$ cat src/sbt_pkg.sv
// Functional notes
// - Unconnected data-in and mode-select inputs read as logic high.
// - Power-up leaves the test logic in reset, memory operation undisturbed.
// - Inputs sampled on test-clock rise, outputs updated on test-clock fall.
// - Controller transitions depend only on mode select sampled at clock rise.
// - Current instruction selects the register between data in and out.
// - Only one register sits in the serial path at any time.
// - Data enters at the MSB; the LSB drives the serial output.
// - Serial output driven only in shift states, else off; changes on fall.
// - Five rising edges with mode select high reach reset from any state.
// - Test-port reset never affects normal memory function.
// - Power-up resets the controller without any test clock; output off.
// - Three-bit instruction register loads identification on reset.
// - Instruction capture loads 01 into the two low instruction bits.
// - Single-bit bypass register, captured low, used under bypass.
// - Identification instruction captures and shifts a fixed 32-bit code.
package sbt_pkg;

	// Instruction register layout and codes
	localparam int          IR_W           = 3;
	localparam logic [2:0]  INS_EXTEST     = 3'h0;
	localparam logic [2:0]  INS_IDCODE     = 3'h1;
	localparam logic [2:0]  INS_SAMPLE_Z   = 3'h2;
	localparam logic [2:0]  INS_SAMPLE_PRE = 3'h4;
	localparam logic [2:0]  INS_BYPASS     = 3'h7;
	localparam logic [2:0]  IR_CAPT_VAL    = 3'h1;

	// Data register sizes and capture values
	localparam int          ID_W           = 32;
	localparam int          BSR_LEN_DEF    = 64;
	localparam logic        BYP_CAPT_VAL   = 1'h0;

	// Synchroniser reset levels: test clock low, mode select and data high
	localparam logic [2:0]  SYNC_RST       = 3'h3;
	localparam int          SYNC_TCK       = 2;
	localparam int          SYNC_TMS       = 1;
	localparam int          SYNC_TDI       = 0;

	// Serial output reset levels
	localparam logic        TDO_RST        = 1'h0;
	localparam logic        TDO_OE_N_OFF   = 1'h1;

	// Controller states, Gray-coded along the usual path
	typedef enum logic [3:0] {
		ST_RESET    = 4'h0,
		ST_IDLE     = 4'h1,
		ST_SEL_DR   = 4'h3,
		ST_CAP_DR   = 4'h2,
		ST_SH_DR    = 4'h6,
		ST_EX1_DR   = 4'h7,
		ST_PAUSE_DR = 4'h5,
		ST_EX2_DR   = 4'h4,
		ST_UPD_DR   = 4'hc,
		ST_SEL_IR   = 4'hd,
		ST_CAP_IR   = 4'hf,
		ST_SH_IR    = 4'he,
		ST_EX1_IR   = 4'ha,
		ST_PAUSE_IR = 4'hb,
		ST_EX2_IR   = 4'h9,
		ST_UPD_IR   = 4'h8
	} sbt_state_type;

endpackage

$ cat src/sbt_tap_if.sv
interface sbt_tap_if;
	logic                   tck_rise;
	logic                   tms;
	sbt_pkg::sbt_state_type state;

	modport ctrl
	(
		input  tck_rise,
		input  tms,
		output state
	);

	modport user
	(
		output tck_rise,
		output tms,
		input  state
	);
endinterface

$ cat src/sbt_tap_fsm.sv
module sbt_tap_fsm
(
	input  wire logic  i_clk_sys,
	input  wire logic  i_rst,
	input  wire logic  i_ce,
	sbt_tap_if.ctrl    tap
);

	sbt_pkg::sbt_state_type state_q;
	sbt_pkg::sbt_state_type state_d;
	sbt_pkg::sbt_state_type state_nx;

	// Next state from mode select alone
	always_comb
	begin
		state_nx = sbt_pkg::ST_RESET;
		case (state_q)
			sbt_pkg::ST_RESET:    state_nx = tap.tms ? sbt_pkg::ST_RESET : sbt_pkg::ST_IDLE;
			sbt_pkg::ST_IDLE:     state_nx = tap.tms ? sbt_pkg::ST_SEL_DR : sbt_pkg::ST_IDLE;
			sbt_pkg::ST_SEL_DR:   state_nx = tap.tms ? sbt_pkg::ST_SEL_IR : sbt_pkg::ST_CAP_DR;
			sbt_pkg::ST_CAP_DR:   state_nx = tap.tms ? sbt_pkg::ST_EX1_DR : sbt_pkg::ST_SH_DR;
			sbt_pkg::ST_SH_DR:    state_nx = tap.tms ? sbt_pkg::ST_EX1_DR : sbt_pkg::ST_SH_DR;
			sbt_pkg::ST_EX1_DR:   state_nx = tap.tms ? sbt_pkg::ST_UPD_DR : sbt_pkg::ST_PAUSE_DR;
			sbt_pkg::ST_PAUSE_DR: state_nx = tap.tms ? sbt_pkg::ST_EX2_DR : sbt_pkg::ST_PAUSE_DR;
			sbt_pkg::ST_EX2_DR:   state_nx = tap.tms ? sbt_pkg::ST_UPD_DR : sbt_pkg::ST_SH_DR;
			sbt_pkg::ST_UPD_DR:   state_nx = tap.tms ? sbt_pkg::ST_SEL_DR : sbt_pkg::ST_IDLE;
			sbt_pkg::ST_SEL_IR:   state_nx = tap.tms ? sbt_pkg::ST_RESET : sbt_pkg::ST_CAP_IR;
			sbt_pkg::ST_CAP_IR:   state_nx = tap.tms ? sbt_pkg::ST_EX1_IR : sbt_pkg::ST_SH_IR;
			sbt_pkg::ST_SH_IR:    state_nx = tap.tms ? sbt_pkg::ST_EX1_IR : sbt_pkg::ST_SH_IR;
			sbt_pkg::ST_EX1_IR:   state_nx = tap.tms ? sbt_pkg::ST_UPD_IR : sbt_pkg::ST_PAUSE_IR;
			sbt_pkg::ST_PAUSE_IR: state_nx = tap.tms ? sbt_pkg::ST_EX2_IR : sbt_pkg::ST_PAUSE_IR;
			sbt_pkg::ST_EX2_IR:   state_nx = tap.tms ? sbt_pkg::ST_UPD_IR : sbt_pkg::ST_SH_IR;
			sbt_pkg::ST_UPD_IR:   state_nx = tap.tms ? sbt_pkg::ST_SEL_DR : sbt_pkg::ST_IDLE;
			default:              state_nx = sbt_pkg::ST_RESET;
		endcase
	end

	// Advance only on a detected test-clock rise
	assign state_d   = tap.tck_rise ? state_nx : state_q;
	assign tap.state = state_q;

	// State register; reset needs no test clock
	always_ff @(posedge i_clk_sys)
	begin
		if (i_rst)
			state_q <= sbt_pkg::ST_RESET;
		else if (i_ce)
			state_q <= state_d;
	end

endmodule

$ cat src/sbt_tap_top.sv
module sbt_tap_top
#(
	parameter int                  BSR_LEN = sbt_pkg::BSR_LEN_DEF,
	parameter logic [31:0]         ID_CODE = 32'h1a5c_e001
)
(
	input  wire logic                i_clk_sys,
	input  wire logic                i_rst,
	input  wire logic                i_ce,
	input  wire logic                i_tck,
	input  wire logic                i_tms,
	input  wire logic                i_tdi,
	input  wire logic [BSR_LEN-1:0]  i_bsr_capture,
	output logic                     o_tdo,
	output logic                     o_tdo_oe_n,
	output logic [BSR_LEN-1:0]       o_bsr_update,
	output logic [2:0]               o_ir,
	output logic                     o_extest,
	output logic                     o_sample_z
);

	// ID_CODE default above is an arbitrary value

	// Carrier between this module and the controller
	sbt_tap_if tap ();

	// Pin synchronisers: stage one feeds stage two only
	logic [2:0]                    sync1_q;
	logic [2:0]                    sync2_q;
	logic                          tck3_q;

	// Test clock edges and sampled pins
	logic                          tck_s;
	logic                          tms_s;
	logic                          tdi_s;
	logic                          tck_rise;
	logic                          tck_fall;

	// Controller state decodes
	logic                          st_reset;
	logic                          st_cap_ir;
	logic                          st_sh_ir;
	logic                          st_upd_ir;
	logic                          st_cap_dr;
	logic                          st_sh_dr;
	logic                          st_upd_dr;
	logic                          in_shift;

	// Per-edge strobes for the test registers
	logic                          ir_cap;
	logic                          ir_shift;
	logic                          ir_load;
	logic                          dr_cap;
	logic                          dr_shift;
	logic                          bsr_load;
	logic                          tdo_load;

	// Next mode flags and the instruction chain's low bit
	logic                          nx_extest;
	logic                          nx_sample_z;
	logic                          ir_lsb;

	// Instruction decode and register selection
	logic                          sel_id;
	logic                          sel_bsr;
	logic                          sel_byp;
	logic                          ins_extest;
	logic                          ins_sample_z;
	logic                          ins_preload;

	// Instruction shift and active registers
	logic [sbt_pkg::IR_W-1:0]      ir_sh_q;
	logic [sbt_pkg::IR_W-1:0]      ir_sh_d;
	logic [sbt_pkg::IR_W-1:0]      ir_q;
	logic [sbt_pkg::IR_W-1:0]      ir_d;

	// Data registers
	logic [sbt_pkg::ID_W-1:0]      id_sh_q;
	logic [sbt_pkg::ID_W-1:0]      id_sh_d;
	logic                          byp_q;
	logic                          byp_d;
	logic [BSR_LEN-1:0]            bsr_sh_q;
	logic [BSR_LEN-1:0]            bsr_sh_d;
	logic [BSR_LEN-1:0]            bsr_upd_q;
	logic [BSR_LEN-1:0]            bsr_upd_d;

	// Serial output path
	logic                          dr_lsb;
	logic                          ser_out;
	logic                          tdo_q;
	logic                          tdo_d;
	logic                          tdo_oe_n_q;
	logic                          tdo_oe_n_d;
	logic                          extest_q;
	logic                          sample_z_q;

	// First synchroniser stage; reset to the idle pin levels
	always_ff @(posedge i_clk_sys)
	begin
		if (i_rst)
			sync1_q <= sbt_pkg::SYNC_RST;
		else if (i_ce)
			sync1_q <= {i_tck, i_tms, i_tdi};
	end

	// Second synchroniser stage reads only the first
	always_ff @(posedge i_clk_sys)
	begin
		if (i_rst)
			sync2_q <= sbt_pkg::SYNC_RST;
		else if (i_ce)
			sync2_q <= sync1_q;
	end

	// Third tap on the test clock for edge detection
	always_ff @(posedge i_clk_sys)
	begin
		if (i_rst)
			tck3_q <= sbt_pkg::SYNC_RST[sbt_pkg::SYNC_TCK];
		else if (i_ce)
			tck3_q <= sync2_q[sbt_pkg::SYNC_TCK];
	end

	// Edge detection on the synchronised test clock
	assign tck_s    = sync2_q[sbt_pkg::SYNC_TCK];
	assign tms_s    = sync2_q[sbt_pkg::SYNC_TMS];
	assign tdi_s    = sync2_q[sbt_pkg::SYNC_TDI];
	assign tck_rise = tck_s & ~tck3_q;
	assign tck_fall = ~tck_s & tck3_q;

	// Feed the controller
	assign tap.tck_rise = tck_rise;
	assign tap.tms      = tms_s;

	sbt_tap_fsm u_fsm
	(
		.i_clk_sys (i_clk_sys),
		.i_rst     (i_rst),
		.i_ce      (i_ce),
		.tap       (tap.ctrl)
	);

	// State decodes
	assign st_reset  = (tap.state == sbt_pkg::ST_RESET);
	assign st_cap_ir = (tap.state == sbt_pkg::ST_CAP_IR);
	assign st_sh_ir  = (tap.state == sbt_pkg::ST_SH_IR);
	assign st_upd_ir = (tap.state == sbt_pkg::ST_UPD_IR);
	assign st_cap_dr = (tap.state == sbt_pkg::ST_CAP_DR);
	assign st_sh_dr  = (tap.state == sbt_pkg::ST_SH_DR);
	assign st_upd_dr = (tap.state == sbt_pkg::ST_UPD_DR);
	assign in_shift  = st_sh_ir | st_sh_dr;

	// Active instruction decode; reserved codes fall to bypass
	assign ins_extest   = (ir_q == sbt_pkg::INS_EXTEST);
	assign ins_sample_z = (ir_q == sbt_pkg::INS_SAMPLE_Z);
	assign ins_preload  = (ir_q == sbt_pkg::INS_SAMPLE_PRE);
	assign sel_id       = (ir_q == sbt_pkg::INS_IDCODE);
	assign sel_bsr      = ins_extest | ins_sample_z | ins_preload;
	assign sel_byp      = ~sel_id & ~sel_bsr;

	// Rise strobes: capture and shift
	assign ir_cap   = tck_rise & st_cap_ir;
	assign ir_shift = tck_rise & st_sh_ir;
	assign dr_cap   = tck_rise & st_cap_dr;
	assign dr_shift = tck_rise & st_sh_dr;

	// Fall strobes: update and output
	assign ir_load  = tck_fall & st_upd_ir;
	assign bsr_load = tck_fall & st_upd_dr & (ins_extest | ins_preload);
	assign tdo_load = tck_fall & in_shift;

	// Instruction shift chain: capture pattern, shift toward bit zero
	assign ir_sh_d = ir_cap   ? sbt_pkg::IR_CAPT_VAL :
	                 ir_shift ? {tdi_s, ir_sh_q[sbt_pkg::IR_W-1:1]} :
	                 ir_sh_q;

	// Active instruction: identification in reset, else update on fall
	assign ir_d = st_reset ? sbt_pkg::INS_IDCODE :
	              ir_load  ? ir_sh_q :
	              ir_q;

	// Mode flags decoded from the next active instruction
	assign nx_extest   = (ir_d == sbt_pkg::INS_EXTEST);
	assign nx_sample_z = (ir_d == sbt_pkg::INS_SAMPLE_Z);

	// Identification register: fixed code captured, then shifted
	assign id_sh_d = (dr_cap & sel_id)   ? ID_CODE :
	                 (dr_shift & sel_id) ? {tdi_s, id_sh_q[sbt_pkg::ID_W-1:1]} :
	                 id_sh_q;

	// Bypass bit: captured low, single-stage shift
	assign byp_d = (dr_cap & sel_byp)   ? sbt_pkg::BYP_CAPT_VAL :
	               (dr_shift & sel_byp) ? tdi_s :
	               byp_q;

	// Boundary register: parallel capture, serial shift, latch on update under extest or preload
	assign bsr_sh_d  = (dr_cap & sel_bsr)   ? i_bsr_capture :
	                   (dr_shift & sel_bsr) ? {tdi_s, bsr_sh_q[BSR_LEN-1:1]} :
	                   bsr_sh_q;
	assign bsr_upd_d = bsr_load ? bsr_sh_q : bsr_upd_q;

	// One register's low bit reaches the output
	assign ir_lsb  = ir_sh_q[0];
	assign dr_lsb  = sel_id  ? id_sh_q[0] :
	                 sel_bsr ? bsr_sh_q[0] :
	                 byp_q;
	assign ser_out = st_sh_ir ? ir_lsb : dr_lsb;

	// Output drive decided on the falling edge only
	assign tdo_d      = tdo_load ? ser_out : tdo_q;
	assign tdo_oe_n_d = tck_fall ? ~in_shift : tdo_oe_n_q;

	// Instruction shift chain
	always_ff @(posedge i_clk_sys)
	begin
		if (i_rst)
			ir_sh_q <= sbt_pkg::INS_IDCODE;
		else if (i_ce)
			ir_sh_q <= ir_sh_d;
	end

	// Active instruction; identification from power-up
	always_ff @(posedge i_clk_sys)
	begin
		if (i_rst)
			ir_q <= sbt_pkg::INS_IDCODE;
		else if (i_ce)
			ir_q <= ir_d;
	end

	// Identification shift register
	always_ff @(posedge i_clk_sys)
	begin
		if (i_rst)
			id_sh_q <= '0;
		else if (i_ce)
			id_sh_q <= id_sh_d;
	end

	// Bypass bit
	always_ff @(posedge i_clk_sys)
	begin
		if (i_rst)
			byp_q <= sbt_pkg::BYP_CAPT_VAL;
		else if (i_ce)
			byp_q <= byp_d;
	end

	// Boundary shift chain
	always_ff @(posedge i_clk_sys)
	begin
		if (i_rst)
			bsr_sh_q <= '0;
		else if (i_ce)
			bsr_sh_q <= bsr_sh_d;
	end

	// Boundary update latch; a controller reset leaves it alone
	always_ff @(posedge i_clk_sys)
	begin
		if (i_rst)
			bsr_upd_q <= '0;
		else if (i_ce)
			bsr_upd_q <= bsr_upd_d;
	end

	// Serial output value
	always_ff @(posedge i_clk_sys)
	begin
		if (i_rst)
			tdo_q <= sbt_pkg::TDO_RST;
		else if (i_ce)
			tdo_q <= tdo_d;
	end

	// Serial output enable; off from power-up
	always_ff @(posedge i_clk_sys)
	begin
		if (i_rst)
			tdo_oe_n_q <= sbt_pkg::TDO_OE_N_OFF;
		else if (i_ce)
			tdo_oe_n_q <= tdo_oe_n_d;
	end

	// External test flag, in step with the instruction
	always_ff @(posedge i_clk_sys)
	begin
		if (i_rst)
			extest_q <= 1'h0;
		else if (i_ce)
			extest_q <= nx_extest;
	end

	// Sample-z flag, in step with the instruction
	always_ff @(posedge i_clk_sys)
	begin
		if (i_rst)
			sample_z_q <= 1'h0;
		else if (i_ce)
			sample_z_q <= nx_sample_z;
	end

	// Test-port state only; memory path is never touched here
	assign o_tdo        = tdo_q;
	assign o_tdo_oe_n   = tdo_oe_n_q;
	assign o_bsr_update = bsr_upd_q;
	assign o_ir         = ir_q;
	assign o_extest     = extest_q;
	assign o_sample_z   = sample_z_q;

endmodule

$ cat config.mk
export PLATFORM = sky130hd
export DESIGN_NAME = sbt_tap_top
export DESIGN_NICKNAME = d
export VERILOG_FILES = /design/src/sbt_pkg.sv /design/src/sbt_tap_if.sv /design/src/sbt_tap_fsm.sv /design/src/sbt_tap_top.sv
export SDC_FILE = /design/constraint.sdc
export NUM_CORES = 1
export LEC_CHECK = 0
export ABC_AREA = 1
export BUFFER_PORTS_ARGS = -buffer_cell sky130_fd_sc_hd__buf_2
export CORE_MARGIN = 5
export CORE_UTILIZATION = 59
export CTS_CLUSTER_SIZE = 28
export DETAILED_ROUTE_END_ITERATION = 16
export PLACE_DENSITY_LB_ADDON = 0.3
export SETUP_SLACK_MARGIN = 0.5
export SLEW_MARGIN = 5
export SYNTH_ARGS = -nofsm -noshare
export SYNTH_HDL_FRONTEND = slang
export SYNTH_HIERARCHICAL = 1
export SYNTH_SLANG_ARGS = --single-unit
$ cat constraint.sdc
create_clock -name i_clk_sys -period 3.35 [get_ports i_clk_sys]
set_input_delay 0 -clock i_clk_sys [delete_from_list [all_inputs] [get_ports i_clk_sys]]
set_output_delay 0 -clock i_clk_sys [all_outputs]
set_load 0.01 [all_outputs]
# --- Yosys cells after proc, flatten, opt, wreduce, memory -nomap -nowiden ---
# Index checks and enable logic that the tools add are counted.
totals:
  reg_bits: 182
  out_inout_bits: 71
  wordCells: 103
classes:
  eq_ne: 19
  mux: 26
  bitwise_logic: 26
  reduce_logical: 18
ops:
  columns: ["operator", "count"]
  rows:
  - ["2-to-1 mux 64 bit", 2]
  - ["2-to-1 mux 32 bit", 2]
  - ["case mux 4 bit (12 select lines)", 1]
  - ["== test 4 bit, second input constant", 8]
  - ["2-to-1 mux 3 bit", 6]
  - ["AND 1 bit", 17]
  - ["== test 4 x 3 -> 1 bit, second input constant", 4]
  - ["2-to-1 mux 4 bit", 4]
  - ["AND reduction 2 bit", 8]
  - ["== test 4 x 2 -> 1 bit, second input constant", 2]
  - ["2-to-1 mux 1 bit", 8]
  - ["nonzero test 2 bit", 4]
  - ["== test 3 x 2 -> 1 bit, second input constant", 2]
  - ["logical NOT 3 bit", 2]
  - ["2-to-1 mux 2 bit", 3]
  - ["NOT 1 bit", 5]
  - ["== test 4 x 1 -> 1 bit, second input constant", 1]
  - ["logical NOT 4 bit", 1]
  - ["OR 1 bit", 4]
  - ["OR reduction 2 bit", 2]
  - ["== test 3 x 1 -> 1 bit, second input constant", 1]
  - ["== test 3 bit, second input constant", 1]
  - ["OR reduction 3 bit", 1]

# --- Depth between registers and ports, before layout ---
# Gate-level depths: netlist (run 1).
logic_depth:
  depth_word: 8
  ltp_mapped: 11
  depth_no_buf: 10

# --- Cells and area by module ---
# Netlist (run 1), hierarchy kept.
by_module_without_submodules:
  columns: ["mod", "instances", "cells_each", "area_each_um2"]
  rows:
  - ["sbt_tap_top", 1, 907, 6984.2]
  - ["sbt_tap_fsm", 1, 74, 385.4]

# --- Worst setup path after synthesis (run 1) ---
# Ideal clock, no wire load.
synth_path:
  path_kind: "reg-to-reg"
  startpoint: "register u_fsm.state_q[0] (netlist: u_fsm/tap.state[0])"
  endpoint: "register bsr_sh_q[10]"
  arrival_ns: 1.399
  t_required_ns: 3.231
  setup_slack_ns: 1.831
  stages_incl_launch_ff: 9
  period_less_slack_ns: 1.519
  path_cell_list: "dfxtp_1 > nor2_4 > nand3_4 > nor2_4 > inv_2 > buf_4 > buf_4 > a21oi_1 > a21oi_1"
synth_between:
  elab_chain_len: 5
synth_lines:
  columns: ["item", "line_no", "rtl"]
  rows:
  - ["from (decl)", "sbt_tap_fsm.sv:9", "sbt_pkg::sbt_state_type state_q;"]
  - ["from (signal assigned)", "sbt_tap_fsm.sv:46", "state_q <= sbt_pkg::ST_RESET;"]
  - ["from (signal assigned)", "sbt_tap_fsm.sv:48", "state_q <= state_d;"]
  - ["== test 4 x 2 -> 1 bit or == test 4 x 3 -> 1 bit (tied branches)", "sbt_tap_top.sv:148, sbt_tap_top.sv:149", null]
  - ["AND 1 bit, on equally long branches", "sbt_tap_top.sv:164, sbt_tap_top.sv:165", null]
  - ["AND 1 bit, on equally long branches", "sbt_tap_top.sv:197, sbt_tap_top.sv:198", null]
  - ["nonzero test 2 bit (no line)", null, null]
  - ["AND reduction 2 bit (no line)", null, null]
  - ["to (signal assigned)", "sbt_tap_top.sv:255", "bsr_sh_q <= bsr_sh_d;"]
  - ["to (decl)", "sbt_tap_top.sv:82", "logic [BSR_LEN-1:0] bsr_sh_q;"]
# Several ways; a longest one is shown, not always the timed one.
# A chain may end at the register's enable or synchronous reset.

# --- Worst setup path after layout (run 1) ---
layout_path:
  startpoint: "register u_fsm.state_q[1] (netlist: u_fsm/tap.state[1])"
  endpoint: "register bsr_sh_q[33]"
# The elaborated chain is that of the path after synthesis.

==> results of run 1 <==
-- worst reg2reg max path, delay by kind of cell, from the launching register on --
family / cells / cell delay (ps)
buffers and inverters: 3 / 920
flip-flops: 1 / 510
AND/OR/NAND/NOR: 4 / 440
AO/OA/AOI/OAI: 2 / 390
-- cells in the mapped netlist (9+ instances only) --
| cell | n | share of area, % |
|---|---|---|
| o21ai_0 | 144 | 9.8 |
| buf_2 | 17 | 1.2 |
| nand2_1 | 143 | 7.3 |
| nand3_1 | 41 | 2.8 |
| clkbuf_1 | 34 | 1.7 |
| o21ai_1 | 10 | 0.68 |
| nor2_1 | 31 | 1.6 |
| dfxtp_1 | 182 | 49 |
| buf_4 | 9 | 0.92 |
| nor3_1 | 11 | 0.75 |
| a21oi_1 | 227 | 15 |
| inv_1 | 95 | 4.8 |
-- report_power, final --
group          total [mW]  internal [mW]  leakage, nW  switching (mW)
registers            2.18           2.17         1.47         0.00707
clock network        2.22           1.35        0.326           0.866
logic               0.206          0.104         2.16           0.102
-- cell type report --
class / instances / share of cell area (%)
Sequential cell: 182 / 38.87
Clock buffer: 18 / 4.686
Multi-Input combinational cell: 627 / 32.11
Inverter: 102 / 4.098
Timing Repair Buffer: 216 / 15.57
Tap cell: 168 / 2.243
Clock inverter: 14 / 2.323
Antenna cell: 4 / 0.1068
-- final timing paths --
path / end / cells past startpoint
hold reg to reg: o_bsr_update[46]$_SDFFE_PP0P_ / 2
setup reg to reg: bsr_sh_q[33]$_SDFFE_PP0P_ / 9
hold / removal: u_fsm/tap.state[3]$_SDFFE_PP0P_ / 2
setup / recovery: bsr_sh_q[33]$_SDFFE_PP0P_ / 9
-- metal layers --
metal  vias to the layer above  GRT usage, %  wire, microns
li1                       3595             -              -
met3                        80         7.799           1548
met1                      3334         33.50           8240
met2                       360         45.55           9802
met5                         -             0              0
met4                         0         14.01            830
-- metrics by stage --
stage	util (%)	cell area, sq um
3_3_place_gp	66.10	8005
6_report	77.39	9373
4_1_cts	77.30	9363
2_1_floorplan	-	7370
5_1_grt	77.35	9368
3_5_place_dp	66.10	8005
-- registers in the layout, summed over array words and instances (netlist names) --
name             flops
tck3_q               1
u_fsm/tap.state      4
o_extest             1
byp_q                1
o_ir                 3
id_sh_q             32
o_tdo_oe_n           1
ir_sh_q              3
o_tdo                1
bsr_sh_q            64
sync2_q              3
o_sample_z           1
o_bsr_update        64
sync1_q              3
-- kinds of logic after synthesis --
group / count (synthesis)
AOI/OAI and AO/OA: 388
and+or+nand+nor: 239
DFF: 182
buffers and inverters: 172
-- repair_timing --
item                                   CTS  global route
buffers inserted                         0             0
endpoints found under the hold margin   72             0
hold buffers                            70             0
gates resized for setup                  0             0
-- placed cells by master, fill, tap and decap left out, drive strengths merged, types with 4 or more instances in the layout --
master | synthesis | layout
a21oi | 228 | 228
buf | 35 | 146
bufinv | 0 | 5
clkbuf | 35 | 18
clkinv | 0 | 5
dfxtp | 182 | 182
diode | 0 | 4
dlygate4sd3 | 0 | 70
inv | 102 | 106
nand2 | 144 | 144
nand3 | 42 | 42
nor2 | 38 | 38
nor3 | 11 | 11
o21ai | 154 | 154
==> results by group, run 1 <==
Run status
  • Status: finished clean

Placed design
  • GP Congestion: 0.9038
  • Place WS: 1082 ps
  • DPL Wire Length: 10810 microns
  • Port Buf Inserts: 140
  • Placed cells: 1225

Finish
  • Area taken by multi-input logic gates: 3009 sq um
  • Area growth syn-to-layout: 27.18%
  • Layout cells sized above 1: 16.91%
  • Register area: 3643 sq um
  • Fin nets: 1216
  • # fillers: 868
  • Fin cells: 1331

Detailed routing
  • DRT Wirelength: 20420 microns
  • Violation count after the first detailed-route iteration: 920
  • Drt drc: 0
  • Routed wire length per instance: 15.34 microns
  • Via count: 7369
  • Post-DRT Antenna Nets: 0
  • Drt pass-1 iters: 8
  • Via density: 5.536

STA
  • Setup Skew: 10.61 ps
  • Slew margin rel.: 20.35%
  • Setup ws final: 984.3 ps
  • Fin Setup TNS: 0 ps
  • Worst-Margin Slew: 1195 ps
  • Final Hold Viols: 0
  • Hold WS: 91.69 ps
  • RSZ-0062 raised after global routing: false
  • Post-layout min period: 2366 ps
  • Fmax: 0.4227 GHz
  • Fin crit share: 70.62%
  • # setup viols final: 0
  • Max Slew Vio Count: 0

Clock tree
  • Clock sinks: 182
  • Clock transition at path regs: 70 ps
  • Clk_lat worst skew: 440 ps
  • Max Root-Sink Buffers: 2
  • Root Driver: clkbuf_16
  • CTS tree: done
  • CTS Buf Count: 17
  • H-Tree Depth: 4

Pwr
  • Leak: 3.956 nW
  • Final total power: 4.601 mW
  • Pwr/cell area: 490.9 nW/um^2
  • Max VDD drop: 0.0003794 V

Floorplanning
  • Die outline width: 121.8 microns
  • Die area: 14830 sq um
  • Io pins: 141
  • Starting density of the core: 60.85%
  • Site Rows: 40
  • Die Span Y: 121.8 microns
  • Core area: 12110 sq um

Synthesis
  • Synth Register Bits: 182
  • Post-Synthesis Cell Area: 7370 sq um
  • Post-Syn Instances: 981
  • Count of flip-flops with a built-in enable after synthesis: 0
  • Net Count, Synth: 1051
  • Synthesized-area fraction occupied by and/or/nand/nor cells: 14.24%
  • Synth Area in Compound Gates: 26.59%
  • Count of cell types in the netlist: 29
  • Main combinational cell family by area after synthesis: compound AO/OA/AOI/OAI gates
  • Avg Cell Area, Syn: 7.512 sq um
  • Post-synthesis sequential area ratio: 49.44%
  • Post-synth top flop: dfxtp_1
  • Post-synthesis mux area share: 0%
  • Adder-cell share of the synthesized area: 0%
  • Asr flop ratio synth: 0%
  • Synth Area in XOR/XNOR: 0%
  • Yosys Warn Count: 6

Worst setup path
  • Critical Path RT: 3700 ps
  • Critical path endpoint category: register
  • Crit path max-delay family: buffers and inverters
  • Reg2reg start: u_fsm/tap.state[1]$_SDFFE_PP0P_
  • CP dominant cell by count: nor2_4
  • WP buf/inv: 3
  • Critical path class: register to register
  • Max stage delay cell, worst path: dfxtp_1
  • R2R setup slack: 980 ps
  • Startpoint types: register
  • Max incr delay on CP: 510 ps
  • Crit path launch: u_fsm/tap.state[1]$_SDFFE_PP0P_
  • Critical Path Fanout Max: 33
  • Critical path data arrival time: 2720 ps
  • Cell Chain, Critical Path: inv_1, nor2_4, nand3_4, nor2_4, nand2_4, inv_2, buf_4, o21ai_0, a21oi_1

Global routing
  • Antenna violations before repair: 2
  • Grt total ovfl: 0
  • First-pass GRT wire length: 33190 microns
  • Tot GR Track Use: 27.81%
  • Vias in the first global route: 6963
  • Pin count of the biggest net entering global routing: 152

Run
  • Max-cap violations: 0

Worst hold path
  • Worst Hold Class: input port to register
  • Hold path start: i_rst
(Power assumes the default switching activity.)
==> inputs of run 2 (changes only) <==
--- a/config.mk
+++ b/config.mk
@@ -8,7 +8,7 @@
 export ABC_AREA = 1
 export BUFFER_PORTS_ARGS = -buffer_cell sky130_fd_sc_hd__buf_2
 export CORE_MARGIN = 5
-export CORE_UTILIZATION = 59
+export CORE_UTILIZATION = 55
 export CTS_CLUSTER_SIZE = 28
 export DETAILED_ROUTE_END_ITERATION = 16
 export PLACE_DENSITY_LB_ADDON = 0.3
==> constraint.sdc (replaced) <==
create_clock -name i_clk_sys -period 2.2 [get_ports i_clk_sys]
set_input_delay 0 -clock i_clk_sys [delete_from_list [all_inputs] [get_ports i_clk_sys]]
set_output_delay 0 -clock i_clk_sys [all_outputs]
set_load 0.01 [all_outputs]
==> results by group, run 2 (synthesis results as in run 1) <==
Clock tree
  • CTS tree: done
  • Clock transition at path regs: 70 ps (about the same)
  • Root Driver: clkbuf_16
  • CTS Buf Count: 17 (unchanged)
  • H-Tree Depth: 4 (unchanged)
  • Max Root-Sink Buffers: 2 (unchanged)
  • Clock sinks: 182 (unchanged)
  • Clk_lat worst skew: 440 ps (about the same)

Worst hold path
  • Worst Hold Class: input port to register
  • Hold path depth: 3 (+1)

Detailed routing
  • Drt drc: 0 (unchanged)
  • Via count: 7967 (+8.1%)
  • DRT Wirelength: 24510 microns (+20%)
  • Post-DRT Antenna Nets: 0 (unchanged)
  • Via density: 5.752 (+3.9%)
  • Routed wire length per instance: 17.70 microns (+15%)
  • Drt pass-1 iters: 7 (-1)
  • Violation count after the first detailed-route iteration: 930 (+1.1%)

Floorplanning
  • Core area: 13190 sq um (+8.9%)
  • Starting density of the core: 55.87% (-5.0 points)
  • Io pins: 141 (unchanged)
  • Die outline width: 125.8 microns (+3.3%)
  • Die Span Y: 125.8 microns (+3.3%)
  • Site Rows: 42 (+5.0%)
  • Die area: 15810 sq um (+6.7%)

Pwr
  • Sw frac: 22.38% (+1.2 points)
  • Leak: 4.343 nW (+9.8%)
  • Cell Int Power: 5.407 mW (+49%)
  • Combinational share of power: 4.9% (+0.4 points)
  • Max VDD drop: 0.0004063 V (+7.1%)
  • Clock share of power: 47.5% (-0.7 points)
  • NetSw: 1.559 mW (+60%)
  • Sequential Power Share: 47.6% (+0.3 points)
  • Pwr/cell area: 668.0 nW/um^2 (+36%)

Global routing
  • Antenna violations before repair: 0 (-2)
  • Pin count of the biggest net entering global routing: 107 (-30%)
  • First-pass GRT wire length: 33840 microns (+2.0%)
  • Tot GR Track Use: 25.65% (-2.2 points)
  • Vias in the first global route: 6976 (+0.19%)
  • Grt total ovfl: 0 (unchanged)

Finish
  • Finished Cell Area: 10430 sq um (+11%)
  • # fillers: 806 (-7.1%)
  • Fin nets: 1265 (+4.0%)
  • Register area: 3651 sq um (+0.21%)
  • Area taken by multi-input logic gates: 3299 sq um (+9.6%)
  • Most frequent cells in the layout: 187 x a21oi_1, 178 x dfxtp_1, 140 x buf_2
  • Commonest non-fill, non-tap cell in the layout: a21oi_1
  • Layout Utilization: 79.06% (+1.7 points)
  • Layout cells sized above 1: 26.49% (+9.6 points)
  • Fin cells: 1385 (+4.1%)
  • Area growth syn-to-layout: 41.49%

Placed design
  • DPL Wire Length: 11250 microns (+4.0%)
  • Placed cells: 1243 (+1.5%)
  • Port Buf Inserts: 140 (unchanged)
  • GP Congestion: 0.9011 (-0.30%)
  • Placed inst area: 8140 sq um (+1.7%)

Worst setup path
  • Max stage delay cell, worst path: dfxtp_4
  • Startpoint types: register
  • Critical Path Fanout Max: 16 (-52%)
  • Critical path endpoint category: register
  • Critical path class: register to register
  • Critical path data arrival time: 2080 ps (-640 ps)
  • Critical Path RT: 2520 ps (-1180 ps)
  • Cell Chain, Critical Path: inv_4, nor2_4, nand3_4, nor2_4, clkinv_4, buf_4, clkbuf_16, a21oi_1, a21oi_1
  • R2R cell count: 9 (unchanged)
  • Max incr delay on CP: 390 ps (-120 ps)

STA
  • RSZ-0062 raised after global routing: true
  • Worst-Margin Slew: 534.2 ps (-660.6 ps)
  • # setup viols final: 0 (unchanged)
  • Fmax: 0.5699 GHz (+35%)
  • Post-layout min period: 1755 ps (-611.1 ps)
  • Max Slew Vio Count: 0 (unchanged)
  • Fin crit share: 79.76% (+9.1 points)
  • Fin Setup TNS: 0 ps (unchanged)
  • Hold WS: 91.05 ps (-0.6422 ps)
  • Slew margin rel.: 64.39% (+44 points)
  • Setup Skew: 7.349 ps (-3.262 ps)
  • Final Hold Viols: 0 (unchanged)

Run
  • Max-cap violations: 0 (unchanged)

Run status
  • Status: finished clean
[run 2: cell count changes in the layout (fill, tap and decap cells not counted), moves of 9 or more]
cell	previous run	this run
clkbuf_16	17	26
o21ai_1	10	42
o21ai_0	144	103
buf_4	5	24
a21oi_1	227	187
a21oi_2	1	37
o21ai_2	0	9
[run 2: critical path, delay by kind of cell (launching register included)]
family | cells | cell delay (ps)
buf+inv | 4 | 550
simple gates | 3 | 400
flops | 1 | 390
compound gates | 2 | 290
[run 2: metrics by stage]
stage / setup WS (ps) / total power [mW]
3_3_place_gp: 264.6 / 3.599
6_report: 445.3 / 6.966
3_5_place_dp: 176.5 / 3.597
4_1_cts: 503.9 / 6.937
2_1_floorplan: 681.2 / 3.494
5_1_grt: 365.3 / 7.153
[run 2: layer usage]
layer	share of wire [%]	routed length, microns	GRT usage, %
met5	0	0	0
met4	5.7	1407	10.54
met3	8.8	2148	5.715
met2	47	11610	42.13
met1	38	9350	32.87
[run 2: layout make-up]
| cell class | count | share of cell area, % |
|---|---|---|
| clock inverter | 15 | 2.088 |
| inverter | 102 | 3.948 |
| tap | 176 | 2.112 |
| multi-input combinational | 627 | 31.64 |
| timing repair inverter | 3 | 0.2160 |
| antenna | 1 | 0.02400 |
| sequential | 182 | 35.01 |
| timing repair buffer | 262 | 20.88 |
| clock buffer | 17 | 4.080 |
[run 2: path summary, 6_finish.rpt]
kind	startpoint	slack, ps	endpoint
setup / recovery	u_fsm/tap.state[1]$_SDFFE_PP0P_	450	bsr_sh_q[59]$_SDFFE_PP0P_
hold / removal	i_rst	90	u_fsm/tap.state[1]$_SDFFE_PP0P_
setup reg to reg	u_fsm/tap.state[1]$_SDFFE_PP0P_	450	bsr_sh_q[59]$_SDFFE_PP0P_
hold reg to reg	o_bsr_update[7]$_SDFFE_PP0P_	440	o_bsr_update[7]$_SDFFE_PP0P_
[run 2: power by group through the flow]
| stage | Combinational [mW] | Clock, mW | Sequential, mW |
|---|---|---|---|
| 2_1_floorplan | 0.105 | 0 | 3.39 |
| 3_3_place_gp | 0.209 | 0 | 3.39 |
| 3_5_place_dp | 0.207 | 0 | 3.39 |
| 4_1_cts | 0.304 | 3.32 | 3.31 |
| 5_1_grt | 0.364 | 3.47 | 3.31 |
| 6_report | 0.339 | 3.31 | 3.31 |
[run 2: what timing repair did]
item | 4_1_cts | 5_1_grt
hold buffers | 70 | 0
resized for setup | 19 | 130
pin swaps | 4 | 10
buffers inserted | 5 | 18
gates cloned | 5 | 11
endpoints found under the setup margin | 100 | 157
hold endpoints to repair | 72 | 0
